$ cat src/rtl/rspc_map.svh
/*
 * Register offsets, field positions, reset values and timing constants for the
 * rail status and pin configuration register bank.
 * Assumes a 20 MHz core clock and an 8-bit register address space.
 */
`ifndef RSPC_MAP_SVH
`define RSPC_MAP_SVH

`define RSPC_OFS_RAIL_POK       8'h03
`define RSPC_OFS_CURRENT_LIMIT_EVT       8'h04
`define RSPC_OFS_RST_DELAY      8'h05
`define RSPC_OFS_PIN2_CFG       8'h06

`define RSPC_RAIL_LSB           2
`define RSPC_RAIL_MSB           7
`define RSPC_DLY_MSB            2
`define RSPC_P2_EN_BIT          7
`define RSPC_P2_SEL_MSB         6
`define RSPC_P2_SEL_LSB         3
`define RSPC_P2_LVL_MSB         1

`define RSPC_RST_DELAY_RESET    3'h4
`define RSPC_PIN2_CFG_RESET     8'h00

`define RSPC_CLK_HZ             20000000
`define RSPC_BASE_DELAY_US      500
`define RSPC_BASE_DELAY_CYC     ((`RSPC_BASE_DELAY_US * (`RSPC_CLK_HZ / 1000)) / 1000)

`endif

$ cat src/rtl/rspc_pkg.sv
/*
 * Types shared by the register bank and its delay timer.
 * Assumes the map header supplies every numeric constant.
 */
package rspc_pkg;

    typedef enum logic [3:0] {
        RSPC_FN_GPO1     = 4'h0,
        RSPC_FN_GPO2     = 4'h1,
        RSPC_FN_IRQ      = 4'h2,
        RSPC_FN_SLEEP    = 4'h3,
        RSPC_FN_DSLEEP   = 4'h4,
        RSPC_FN_SW12_EN  = 4'h5,
        RSPC_FN_POWER_DISABLE_IN   = 4'h6,
        RSPC_FN_EXT_IN1  = 4'h7,
        RSPC_FN_EXT_IN2  = 4'h8
    } rspc_func_t;

    typedef enum {
        RSPC_ST_BAD,
        RSPC_ST_WAIT,
        RSPC_ST_GOOD
    } rspc_state_t;

endpackage

$ cat src/rtl/rspc_dly_if.sv
/*
 * Interface joining the register bank to its reset-release timer.
 * Assumes both ends run on the same clock.
 */
`timescale 1ns/1ps

interface rspc_dly_if;
    logic       start;
    logic       clear;
    logic [2:0] sel;
    logic       done;

    modport bank  (output start, output clear, output sel, input done);
    modport timer (input start, input clear, input sel, output done);
endinterface

$ cat src/rtl/rspc_dly_timer.sv
/*
 * Reset-release delay timer: counts base periods of 0.5 ms, 2^sel of them.
 * Assumes start is held while the timed condition lasts and clear drops it.
 */
`timescale 1ns/1ps
`include "rspc_map.svh"

module rspc_dly_timer
    import rspc_pkg::*;
#(
    parameter int BASE_CYC = `RSPC_BASE_DELAY_CYC
) (
    input  wire logic  clk,
    input  wire logic  rst,
    rspc_dly_if.timer  dly
);

    logic [13:0] base_r;
    // Eight bits, so that the 128 periods of the longest code do not wrap to zero.
    logic [7:0]  periods_r;
    logic        done_r;
    wire         base_end = (base_r == 14'(BASE_CYC - 1));
    wire  [7:0]  target   = 8'(8'h01 << dly.sel);

    // Base-period prescaler and period counter; restart whenever cleared.
    always_ff @(posedge clk or posedge rst) begin
        if (rst) begin
            base_r    <= 14'h0000;
            periods_r <= 8'h00;
            done_r    <= 1'b0;
        end else if (dly.clear || !dly.start) begin
            base_r    <= 14'h0000;
            periods_r <= 8'h00;
            done_r    <= 1'b0;
        end else if (!done_r) begin
            base_r <= base_end ? 14'h0000 : base_r + 14'h0001;
            if (base_end) begin
                periods_r <= periods_r + 8'h01;
                done_r    <= (periods_r + 8'h01) == target;
            end
        end
    end

    assign dly.done = done_r;

endmodule // rspc_dly_timer

$ cat src/rtl/rspc_regs.sv
/*
 * Rail status and pin 2 configuration register bank with power-good reset
 * release sequencing.
 * Assumes a simple synchronous register port driven by the serial bus slave,
 * and rail power-ok and current-limit inputs synchronous to CLOCK.
 */
`timescale 1ns/1ps
`include "rspc_map.svh"

// How it works
// - Read-only rail status at 0x03, bits 7:2 rails, bits 1:0 reserved.
// - Status bits follow live rail power-ok with no latching.
// - Current-limit event register at 0x04 latches per-rail events in bits 7:2.
// - Reading the event register returns captured bits and clears them.
// - Three-bit delay field at 0x05 times all rails good to reset release.
// - Codes 000, 001, 010 give 0.5, 1 and 2 ms.
// - Codes 100, 110, 111 give 8, 32 and 64 ms.
// - Pin 2 keeps initial function until release; then bit 7 enables selection.
// - Select codes 0000 and 0001 make pin 2 external enable output 1 or 2.
// - Select code 0010 makes pin 2 the active-low interrupt output.
// - Codes 0011 and 0100 make pin 2 a sleep or deep sleep input.
// - Code 0101 gives rail 1/2 enable input, code 0110 power disable.
// - Codes 0111 and 1000 are not offered on pin 2.
// - Level field bits 1:0 drive general output low for 00, high for 01.
// - External enable output acts only after reset release.
// - Before release pins 2, 3, 4, 6 are voltage select inputs.
// - Power-good reset goes high after sequence with all rails good, else low.
module rspc_regs
    import rspc_pkg::*;
#(
    parameter int BASE_CYC = `RSPC_BASE_DELAY_CYC
) (
    input  wire logic       CLOCK,
    input  wire logic       RST,
    input  wire logic [7:0] REG_ADDR,
    input  wire logic       REG_WR,
    input  wire logic       REG_RD,
    input  wire logic [7:0] REG_WDATA,
    output      logic [7:0] REG_RDATA,
    input  wire logic [5:0] RAIL_POWER_OK,
    input  wire logic [5:0] RAIL_CURRENT_LIMIT,
    input  wire logic       IRQ_PENDING,
    input  wire logic       PIN2_IN,
    output      logic       PIN2_OUT,
    output      logic       PIN2_OE_N,
    output      logic       POWER_GOOD_RESET_OUT,
    output      logic       RAIL_VOLTAGE_SELECT_MODE,
    output      logic       SLEEP_REQ,
    output      logic       DEEP_SLEEP_REQ,
    output      logic       SW_RAIL12_ENABLE,
    output      logic       POWER_DISABLE_IN
);

    ////////////////////////////////////////////////////////////////////////////
    // Register storage.
    ////////////////////////////////////////////////////////////////////////////

    logic [5:0]  current_limit_evt_r;
    logic [5:0]  current_limit_evt_nxt;
    logic [2:0]  dly_sel_r;
    logic        p2_en_r;
    logic [3:0]  p2_sel_r;
    logic [1:0]  p2_lvl_r;
    logic [7:0]  rdata_r;
    logic [7:0]  rdata_nxt;
    rspc_state_t state_r;
    rspc_state_t state_nxt;

    // Register decodes.
    wire hit_pok   = (REG_ADDR == `RSPC_OFS_RAIL_POK);
    wire hit_current_limit  = (REG_ADDR == `RSPC_OFS_CURRENT_LIMIT_EVT);
    wire hit_dly   = (REG_ADDR == `RSPC_OFS_RST_DELAY);
    wire hit_p2    = (REG_ADDR == `RSPC_OFS_PIN2_CFG);
    wire rd_current_limit   = REG_RD && hit_current_limit;
    wire wr_dly    = REG_WR && hit_dly;
    wire wr_p2     = REG_WR && hit_p2;

    // Power-good state helpers.
    wire all_good  = &RAIL_POWER_OK;
    wire rail3_ok  = RAIL_POWER_OK[3];
    wire released  = (state_r == RSPC_ST_GOOD);

    ////////////////////////////////////////////////////////////////////////////
    // Current-limit event flags: new events win over a clearing read.
    ////////////////////////////////////////////////////////////////////////////

    genvar gi;
    generate
        for (gi = 0; gi < 6; gi = gi + 1) begin : g_evt
            // Port bit 0 is linear rail 2, bit 5 is switching rail 1.
            assign current_limit_evt_nxt[gi] = RAIL_CURRENT_LIMIT[gi] |
                                      (current_limit_evt_r[gi] & ~rd_current_limit);
        end
    endgenerate

    // Event register update.
    always_ff @(posedge CLOCK or posedge RST) begin
        if (RST) begin
            current_limit_evt_r <= 6'h00;
        end else begin
            current_limit_evt_r <= current_limit_evt_nxt;
        end
    end

    ////////////////////////////////////////////////////////////////////////////
    // Configuration registers; reserved bits are never stored.
    ////////////////////////////////////////////////////////////////////////////

    // Writes to the delay field and pin 2 configuration.
    always_ff @(posedge CLOCK or posedge RST) begin
        if (RST) begin
            dly_sel_r <= `RSPC_RST_DELAY_RESET;
            p2_en_r   <= 1'b0;
            p2_sel_r  <= 4'h0;
            p2_lvl_r  <= 2'h0;
        end else begin
            if (wr_dly) begin
                dly_sel_r <= REG_WDATA[`RSPC_DLY_MSB:0];
            end
            if (wr_p2) begin
                p2_en_r  <= REG_WDATA[`RSPC_P2_EN_BIT];
                p2_sel_r <= REG_WDATA[`RSPC_P2_SEL_MSB:`RSPC_P2_SEL_LSB];
                p2_lvl_r <= REG_WDATA[`RSPC_P2_LVL_MSB:0];
            end
        end
    end

    ////////////////////////////////////////////////////////////////////////////
    // Read data: registered, one cycle after the read strobe.
    ////////////////////////////////////////////////////////////////////////////

    // Read multiplexer; unmapped offsets and reserved bits read zero.
    always_comb begin
        rdata_nxt = 8'h00;
        if (REG_RD) begin
            if (hit_pok) begin
                rdata_nxt = {RAIL_POWER_OK, 2'h0};
            end else if (hit_current_limit) begin
                rdata_nxt = {current_limit_evt_r, 2'h0};
            end else if (hit_dly) begin
                rdata_nxt = {5'h00, dly_sel_r};
            end else if (hit_p2) begin
                rdata_nxt = {p2_en_r, p2_sel_r, 1'b0, p2_lvl_r};
            end
        end
    end

    // Read data register.
    always_ff @(posedge CLOCK or posedge RST) begin
        if (RST) begin
            rdata_r <= 8'h00;
        end else begin
            rdata_r <= rdata_nxt;
        end
    end

    assign REG_RDATA = rdata_r;

    ////////////////////////////////////////////////////////////////////////////
    // Power-good reset sequencing.
    ////////////////////////////////////////////////////////////////////////////

    rspc_dly_if dly ();

    // The timer runs while the sequence is waiting and all rails are good; any bad rail clears it.
    assign dly.start = (state_r == RSPC_ST_WAIT) && rail3_ok;
    assign dly.clear = !all_good;
    assign dly.sel   = dly_sel_r;

    rspc_dly_timer #(
        .BASE_CYC (BASE_CYC)
    ) u_timer (
        .clk (CLOCK),
        .rst (RST),
        .dly (dly.timer)
    );

    // Sequence: bad until rail 3 good, wait the delay, good while all rails hold.
    always_comb begin
        state_nxt = state_r;
        unique case (state_r)
            RSPC_ST_BAD: begin
                if (rail3_ok) begin
                    state_nxt = RSPC_ST_WAIT;
                end
            end
            RSPC_ST_WAIT: begin
                if (!rail3_ok) begin
                    state_nxt = RSPC_ST_BAD;
                end else if (dly.done && all_good) begin
                    state_nxt = RSPC_ST_GOOD;
                end
            end
            RSPC_ST_GOOD: begin
                if (!all_good) begin
                    state_nxt = RSPC_ST_BAD;
                end
            end
        endcase
    end

    // State register.
    always_ff @(posedge CLOCK or posedge RST) begin
        if (RST) begin
            state_r <= RSPC_ST_BAD;
        end else begin
            state_r <= state_nxt;
        end
    end

    assign POWER_GOOD_RESET_OUT = released;

    ////////////////////////////////////////////////////////////////////////////
    // Pin 2 function multiplexing.
    ////////////////////////////////////////////////////////////////////////////

    // A function acts only after release and while enabled.
    wire fn_on     = released && p2_en_r;
    wire is_gpo    = (p2_sel_r == RSPC_FN_GPO1) || (p2_sel_r == RSPC_FN_GPO2);
    wire is_irq    = (p2_sel_r == RSPC_FN_IRQ);
    wire drive_gpo = fn_on && is_gpo;
    wire drive_irq = fn_on && is_irq;

    // Output pin: low for level 00, high for 01; interrupt drives low when pending.
    assign PIN2_OUT  = drive_gpo ? (p2_lvl_r == 2'h1) : !IRQ_PENDING;
    assign PIN2_OE_N = !(drive_gpo || drive_irq);

    // Before release the pin serves as a voltage select input.
    assign RAIL_VOLTAGE_SELECT_MODE = !released;

    // Input functions; external enable input codes map to nothing here.
    assign SLEEP_REQ        = fn_on && (p2_sel_r == RSPC_FN_SLEEP) && PIN2_IN;
    assign DEEP_SLEEP_REQ   = fn_on && (p2_sel_r == RSPC_FN_DSLEEP) && PIN2_IN;
    assign SW_RAIL12_ENABLE = fn_on && (p2_sel_r == RSPC_FN_SW12_EN) && PIN2_IN;
    assign POWER_DISABLE_IN = fn_on && (p2_sel_r == RSPC_FN_POWER_DISABLE_IN) && PIN2_IN;

endmodule // rspc_regs

$ cat config.mk
export PLATFORM = sky130hd
export DESIGN_NAME = rspc_regs
export DESIGN_NICKNAME = d
export VERILOG_FILES = /design/src/rtl/rspc_pkg.sv /design/src/rtl/rspc_dly_if.sv /design/src/rtl/rspc_dly_timer.sv /design/src/rtl/rspc_regs.sv
export VERILOG_INCLUDE_DIRS = /design/src /design/src/rtl
export SDC_FILE = /design/constraint.sdc
export NUM_CORES = 1
export LEC_CHECK = 0
export ABC_AREA = 1
export BUFFER_PORTS_ARGS = -buffer_cell sky130_fd_sc_hd__buf_2
export CAP_MARGIN = 20
export CORE_MARGIN = 8
export CORE_UTILIZATION = 50
export CTS_CLUSTER_DIAMETER = 200
export DETAILED_ROUTE_END_ITERATION = 10
export PLACE_DENSITY_LB_ADDON = 0.08
export SYNTH_ARGS = -nofsm -noshare
export SYNTH_HDL_FRONTEND = slang
export SYNTH_SLANG_ARGS = --single-unit
$ cat constraint.sdc
create_clock -name CLOCK -period 1.6 [get_ports CLOCK]
set_clock_uncertainty 0.05 [all_clocks]
set_input_delay 0.08 -clock CLOCK [delete_from_list [all_inputs] [get_ports CLOCK]]
set_output_delay 0.08 -clock CLOCK [all_outputs]
set_load 0.05 [all_outputs]
==> results by group <==
Route
  • DRT antenna net count: 0
  • DRC: 0
  • DR iter-0 viols: 122
  • Drt wl/cell: 13.3 um
  • Vias per std cell: 5.03
  • Final wirelength: 7.37 mm
  • Drt pass-1 iters: 4
  • Vias: 2790

Final layout
  • Layout cells sized above 1: 30.6%
  • Seq. cell area: 1230 sq um
  • Nets: 521
  • Area of the multi-input gates: 1500 sq um
  • Fillers: 421
  • # diodes: 0
  • Final instance area: 3960 sq um
  • Util after Layout: 72.9%
  • P&R area growth vs syn: 43.0%

Logic synthesis
  • Syn_nets: 410
  • EDFF count, synth: 0
  • Synth async-reset ratio: 100%
  • Seq/Total Area, Yosys: 44.3%
  • Synth Area per Inst: 7.47 sq um
  • Synth warn: 0
  • Main synth FF type: dfrtp_1
  • Seq cells post-synth: 49
  • Syn Inst Count: 371
  • Post-synthesis instance area: 2770 sq um
  • Synth unique cells: 34

Power
  • Power density over the cells: 677 nW/um^2
  • Leakage: 2.05 nW
  • Net Sw Frac: 29.6%
  • Pint: 1.89 mW
  • Sequential share of power: 48.9%
  • Logic pwr share: 24.6%
  • Clock share of power: 26.5%
  • P_sw: 0.794 mW
  • VDD IR max: 0.642 mV

Critical path
  • Required @ worst endpoint: 1.47 ns
  • CP arrival: 1.73 ns
  • Worst Setup Start Kind: flop
  • Largest delay share family, worst path: simple AND/OR/NAND/NOR gates
  • Worst path max stage delay: 0.40 ns
  • Kind of critical path: reg -> out
  • Reg2Reg Depth: 10
  • Cell breakdown of the critical path: inv_2 -> ha_4 -> nand2_4 -> nor3_4 -> inv_2 -> nor2_4 -> nand3b_1 -> o21ai_4 -> buf_8
  • CP Buf/Inv Count: 3
  • Worst r2r dst: u_timer.base_r[7]
  • CP Max Fanout: 3
  • Worst r2r src: u_timer.base_r[1]
  • Worst R2R Setup Slack: -0.05 ns
  • Crit-path most repeated cell: inv_2
  • Critical path depth in cells: 9
  • Slowest CP cell: dfrtp_1
  • Critical Path End Type: output port

STA
  • Hold Violations, Final: 0
  • Worst setup margin: -0.262 ns
  • Period Utilization, post-route: 116%
  • Max-slew violation count: 0
  • Minimum clock period: 1.86 ns
  • Rel. slew slack: 69.8%
  • RSZ-0062 raised after global routing: true
  • Setup violations, final: 20
  • Worst-Margin Slew: 0.453 ns
  • Max Fclk: 537 MHz

Min path
  • Worst hold path depth: 3
  • Worst hold path class: in -> reg
  • Hold EP: p2_sel_r[0]
  • Hold_sp: REG_WDATA[3]

GRT
  • Total gr overflow: 0
  • Largest net degree at the start of global routing: 31
  • First-pass GRT wire length: 12.1 mm
  • Total GRT Usage: 17.7%
  • Initial antenna violation count: 0
  • Vias in the first global route: 2787

Die
  • I/O pin cnt: 50
  • Chip height: 90.5 um
  • Initial Util: 51.0%
  • Die footprint: 8180 sq um
  • Die extent in x: 90.5 um
  • Area of the core: 5440 sq um
  • Rows: 27

Run status
  • Failing checks: negative setup slack
  • Outcome: finished with violations

Clocking
  • Clk_lat worst skew: 0.30 ns
  • H-tree depth: 2
  • Inserted Clock Buffers: 5
  • Worst-path clk slew: 0.09 ns
  • CTS max path bufs: 2
  • Root Driver: clkbuf_8
  • CTS tree: built
  • Clock sink count: 49

Placed design
  • HPWL after DPL: 5.34 mm
  • Placed Area: 3430 sq um
  • IO Port Bufs: 49
  • Gp weighted congestion: 0.843

Job
  • Max-Cap Viols: 0
-- state kept, by name (all words and copies together) (netlist names), 2 cells and up --
name / flops
REG_RDATA: 8
current_limit_evt_r: 6
dly.sel: 3
p2_lvl_r: 2
p2_sel_r: 4
state_r: 2
u_timer.base_r: 14
u_timer.periods_r: 8
-- metal layers --
layer	part of all wire (%)	routed length, um	global-route usage [%]	up-vias
li1	-	-	-	1416
met1	42	3100	19.7	1303
met2	52	3860	33.2	61
met3	4.1	301	3.74	10
met4	1.4	102	4.16	0
met5	0	0	0	-
-- tightest hold or removal path: cells and delay by family --
kind	cells	cell delay (ns)
AND/OR/NAND/NOR	1	0.09
buffers and inverters	1	0.09
AO/OA/AOI/OAI	1	0.05
-- stage by stage --
stage               worst slack, ns  hold slack, ns  setup TNS (ns)  cells  total power [mW]
detailed placement          -0.0862          0.0624          -0.312    522              1.78
CTS                          -0.240        0.000477          -0.529    551              2.57
global placement            -0.0293          0.0650         -0.0293    522              1.76
finish                       -0.262        0.000494           -1.03    555              2.68
global route                 -0.364          0.0134           -3.57    555              2.82
floorplan                    -0.250           0.134          -0.536    371              1.61
-- Yosys cell counts, types with 2 or more instances --
cell / count / share of area [%]
ha_1: 5 / 2.3
o211ai_1: 2 / 0.54
o221ai_1: 5 / 1.6
a21oi_1: 19 / 3.4
dfrtp_1: 48 / 43
o21bai_1: 8 / 2.2
nor2_1: 40 / 5.4
nand3b_1: 4 / 1.1
nand2_2: 2 / 0.45
inv_1: 63 / 8.5
o21ai_0: 20 / 3.6
nor3_2: 2 / 0.72
xor2_1: 3 / 0.95
nor4_1: 3 / 0.68
nand4_1: 6 / 1.4
nand3_1: 25 / 4.5
inv_2: 2 / 0.27
nand2_1: 87 / 12
nor3_1: 12 / 2.2
-- area by class of cell --
cell class                      instances  area share, %
Sequential cell                        49           31.0
Clock inverter                          2          0.253
Tap cell                               72           2.27
Inverter                               66           6.44
Timing Repair Buffer                  107           20.2
Multi-Input combinational cell        253           38.0
Clock buffer                            6           1.83
-- timing repair --
| item | CTS | global route |
|---|---|---|
| hold buffers | 14 | 0 |
| gates cloned | 1 | 0 |
| endpoints found under the hold margin | 32 | 0 |
| resized for setup | 27 | 43 |
| setup endpoints to repair | 22 | 32 |
| pin swaps | 6 | 14 |
| setup buffers | 6 | 5 |
-- cells by family (layout without fill, tap and decap cells) --
family | Yosys count | count (layout) | share of synthesized area [%]
adders and majority gates | 5 | 5 | 2.26
AOI/OAI and AO/OA | 58 | 58 | 12.4
xor gates and xnor gates | 4 | 4 | 1.26
and+or+nand+nor | 185 | 185 | 29.6
DFF | 49 | 49 | 44.3
buffers and inverters | 69 | 181 | 9.80
muxes | 1 | 1 | 0.406
-- worst max path at each step --
stage / slack [ns] / to / startpoint
after floorplan: -0.25 / DEEP_SLEEP_REQ / state_r[0]
after global placement: -0.03 / u_timer.base_r[5] / state_r[1]
after detailed placement: -0.09 / u_timer.base_r[5] / state_r[1]
after CTS: -0.24 / PIN2_OUT / state_r[0]
after global routing: -0.36 / PIN2_OUT / state_r[0]
final: -0.26 / PIN2_OUT / state_r[0]
-- power by group through the flow --
stage / Clock (mW) / Combinational, mW / Sequential, mW
4_1_cts: 0.723 / 0.539 / 1.31
5_1_grt: 0.777 / 0.727 / 1.32
2_1_floorplan: 0 / 0.274 / 1.33
3_3_place_gp: 0 / 0.430 / 1.33
6_report: 0.712 / 0.660 / 1.31
3_5_place_dp: 0 / 0.439 / 1.34
-- cells in the final DEF (no fill, tap or decap), drive strengths merged, types with 5 or more instances in the layout --
cell type / n
ha: 5
nand2: 89
dfrtp: 48
inv: 65
buf: 93
o21ai: 20
clkbuf: 6
o21bai: 8
dlygate4sd3: 14
nor2: 42
nand3: 25
nand4: 6
o221ai: 5
a21oi: 20
nor3: 14
(Power assumes the default switching activity.)
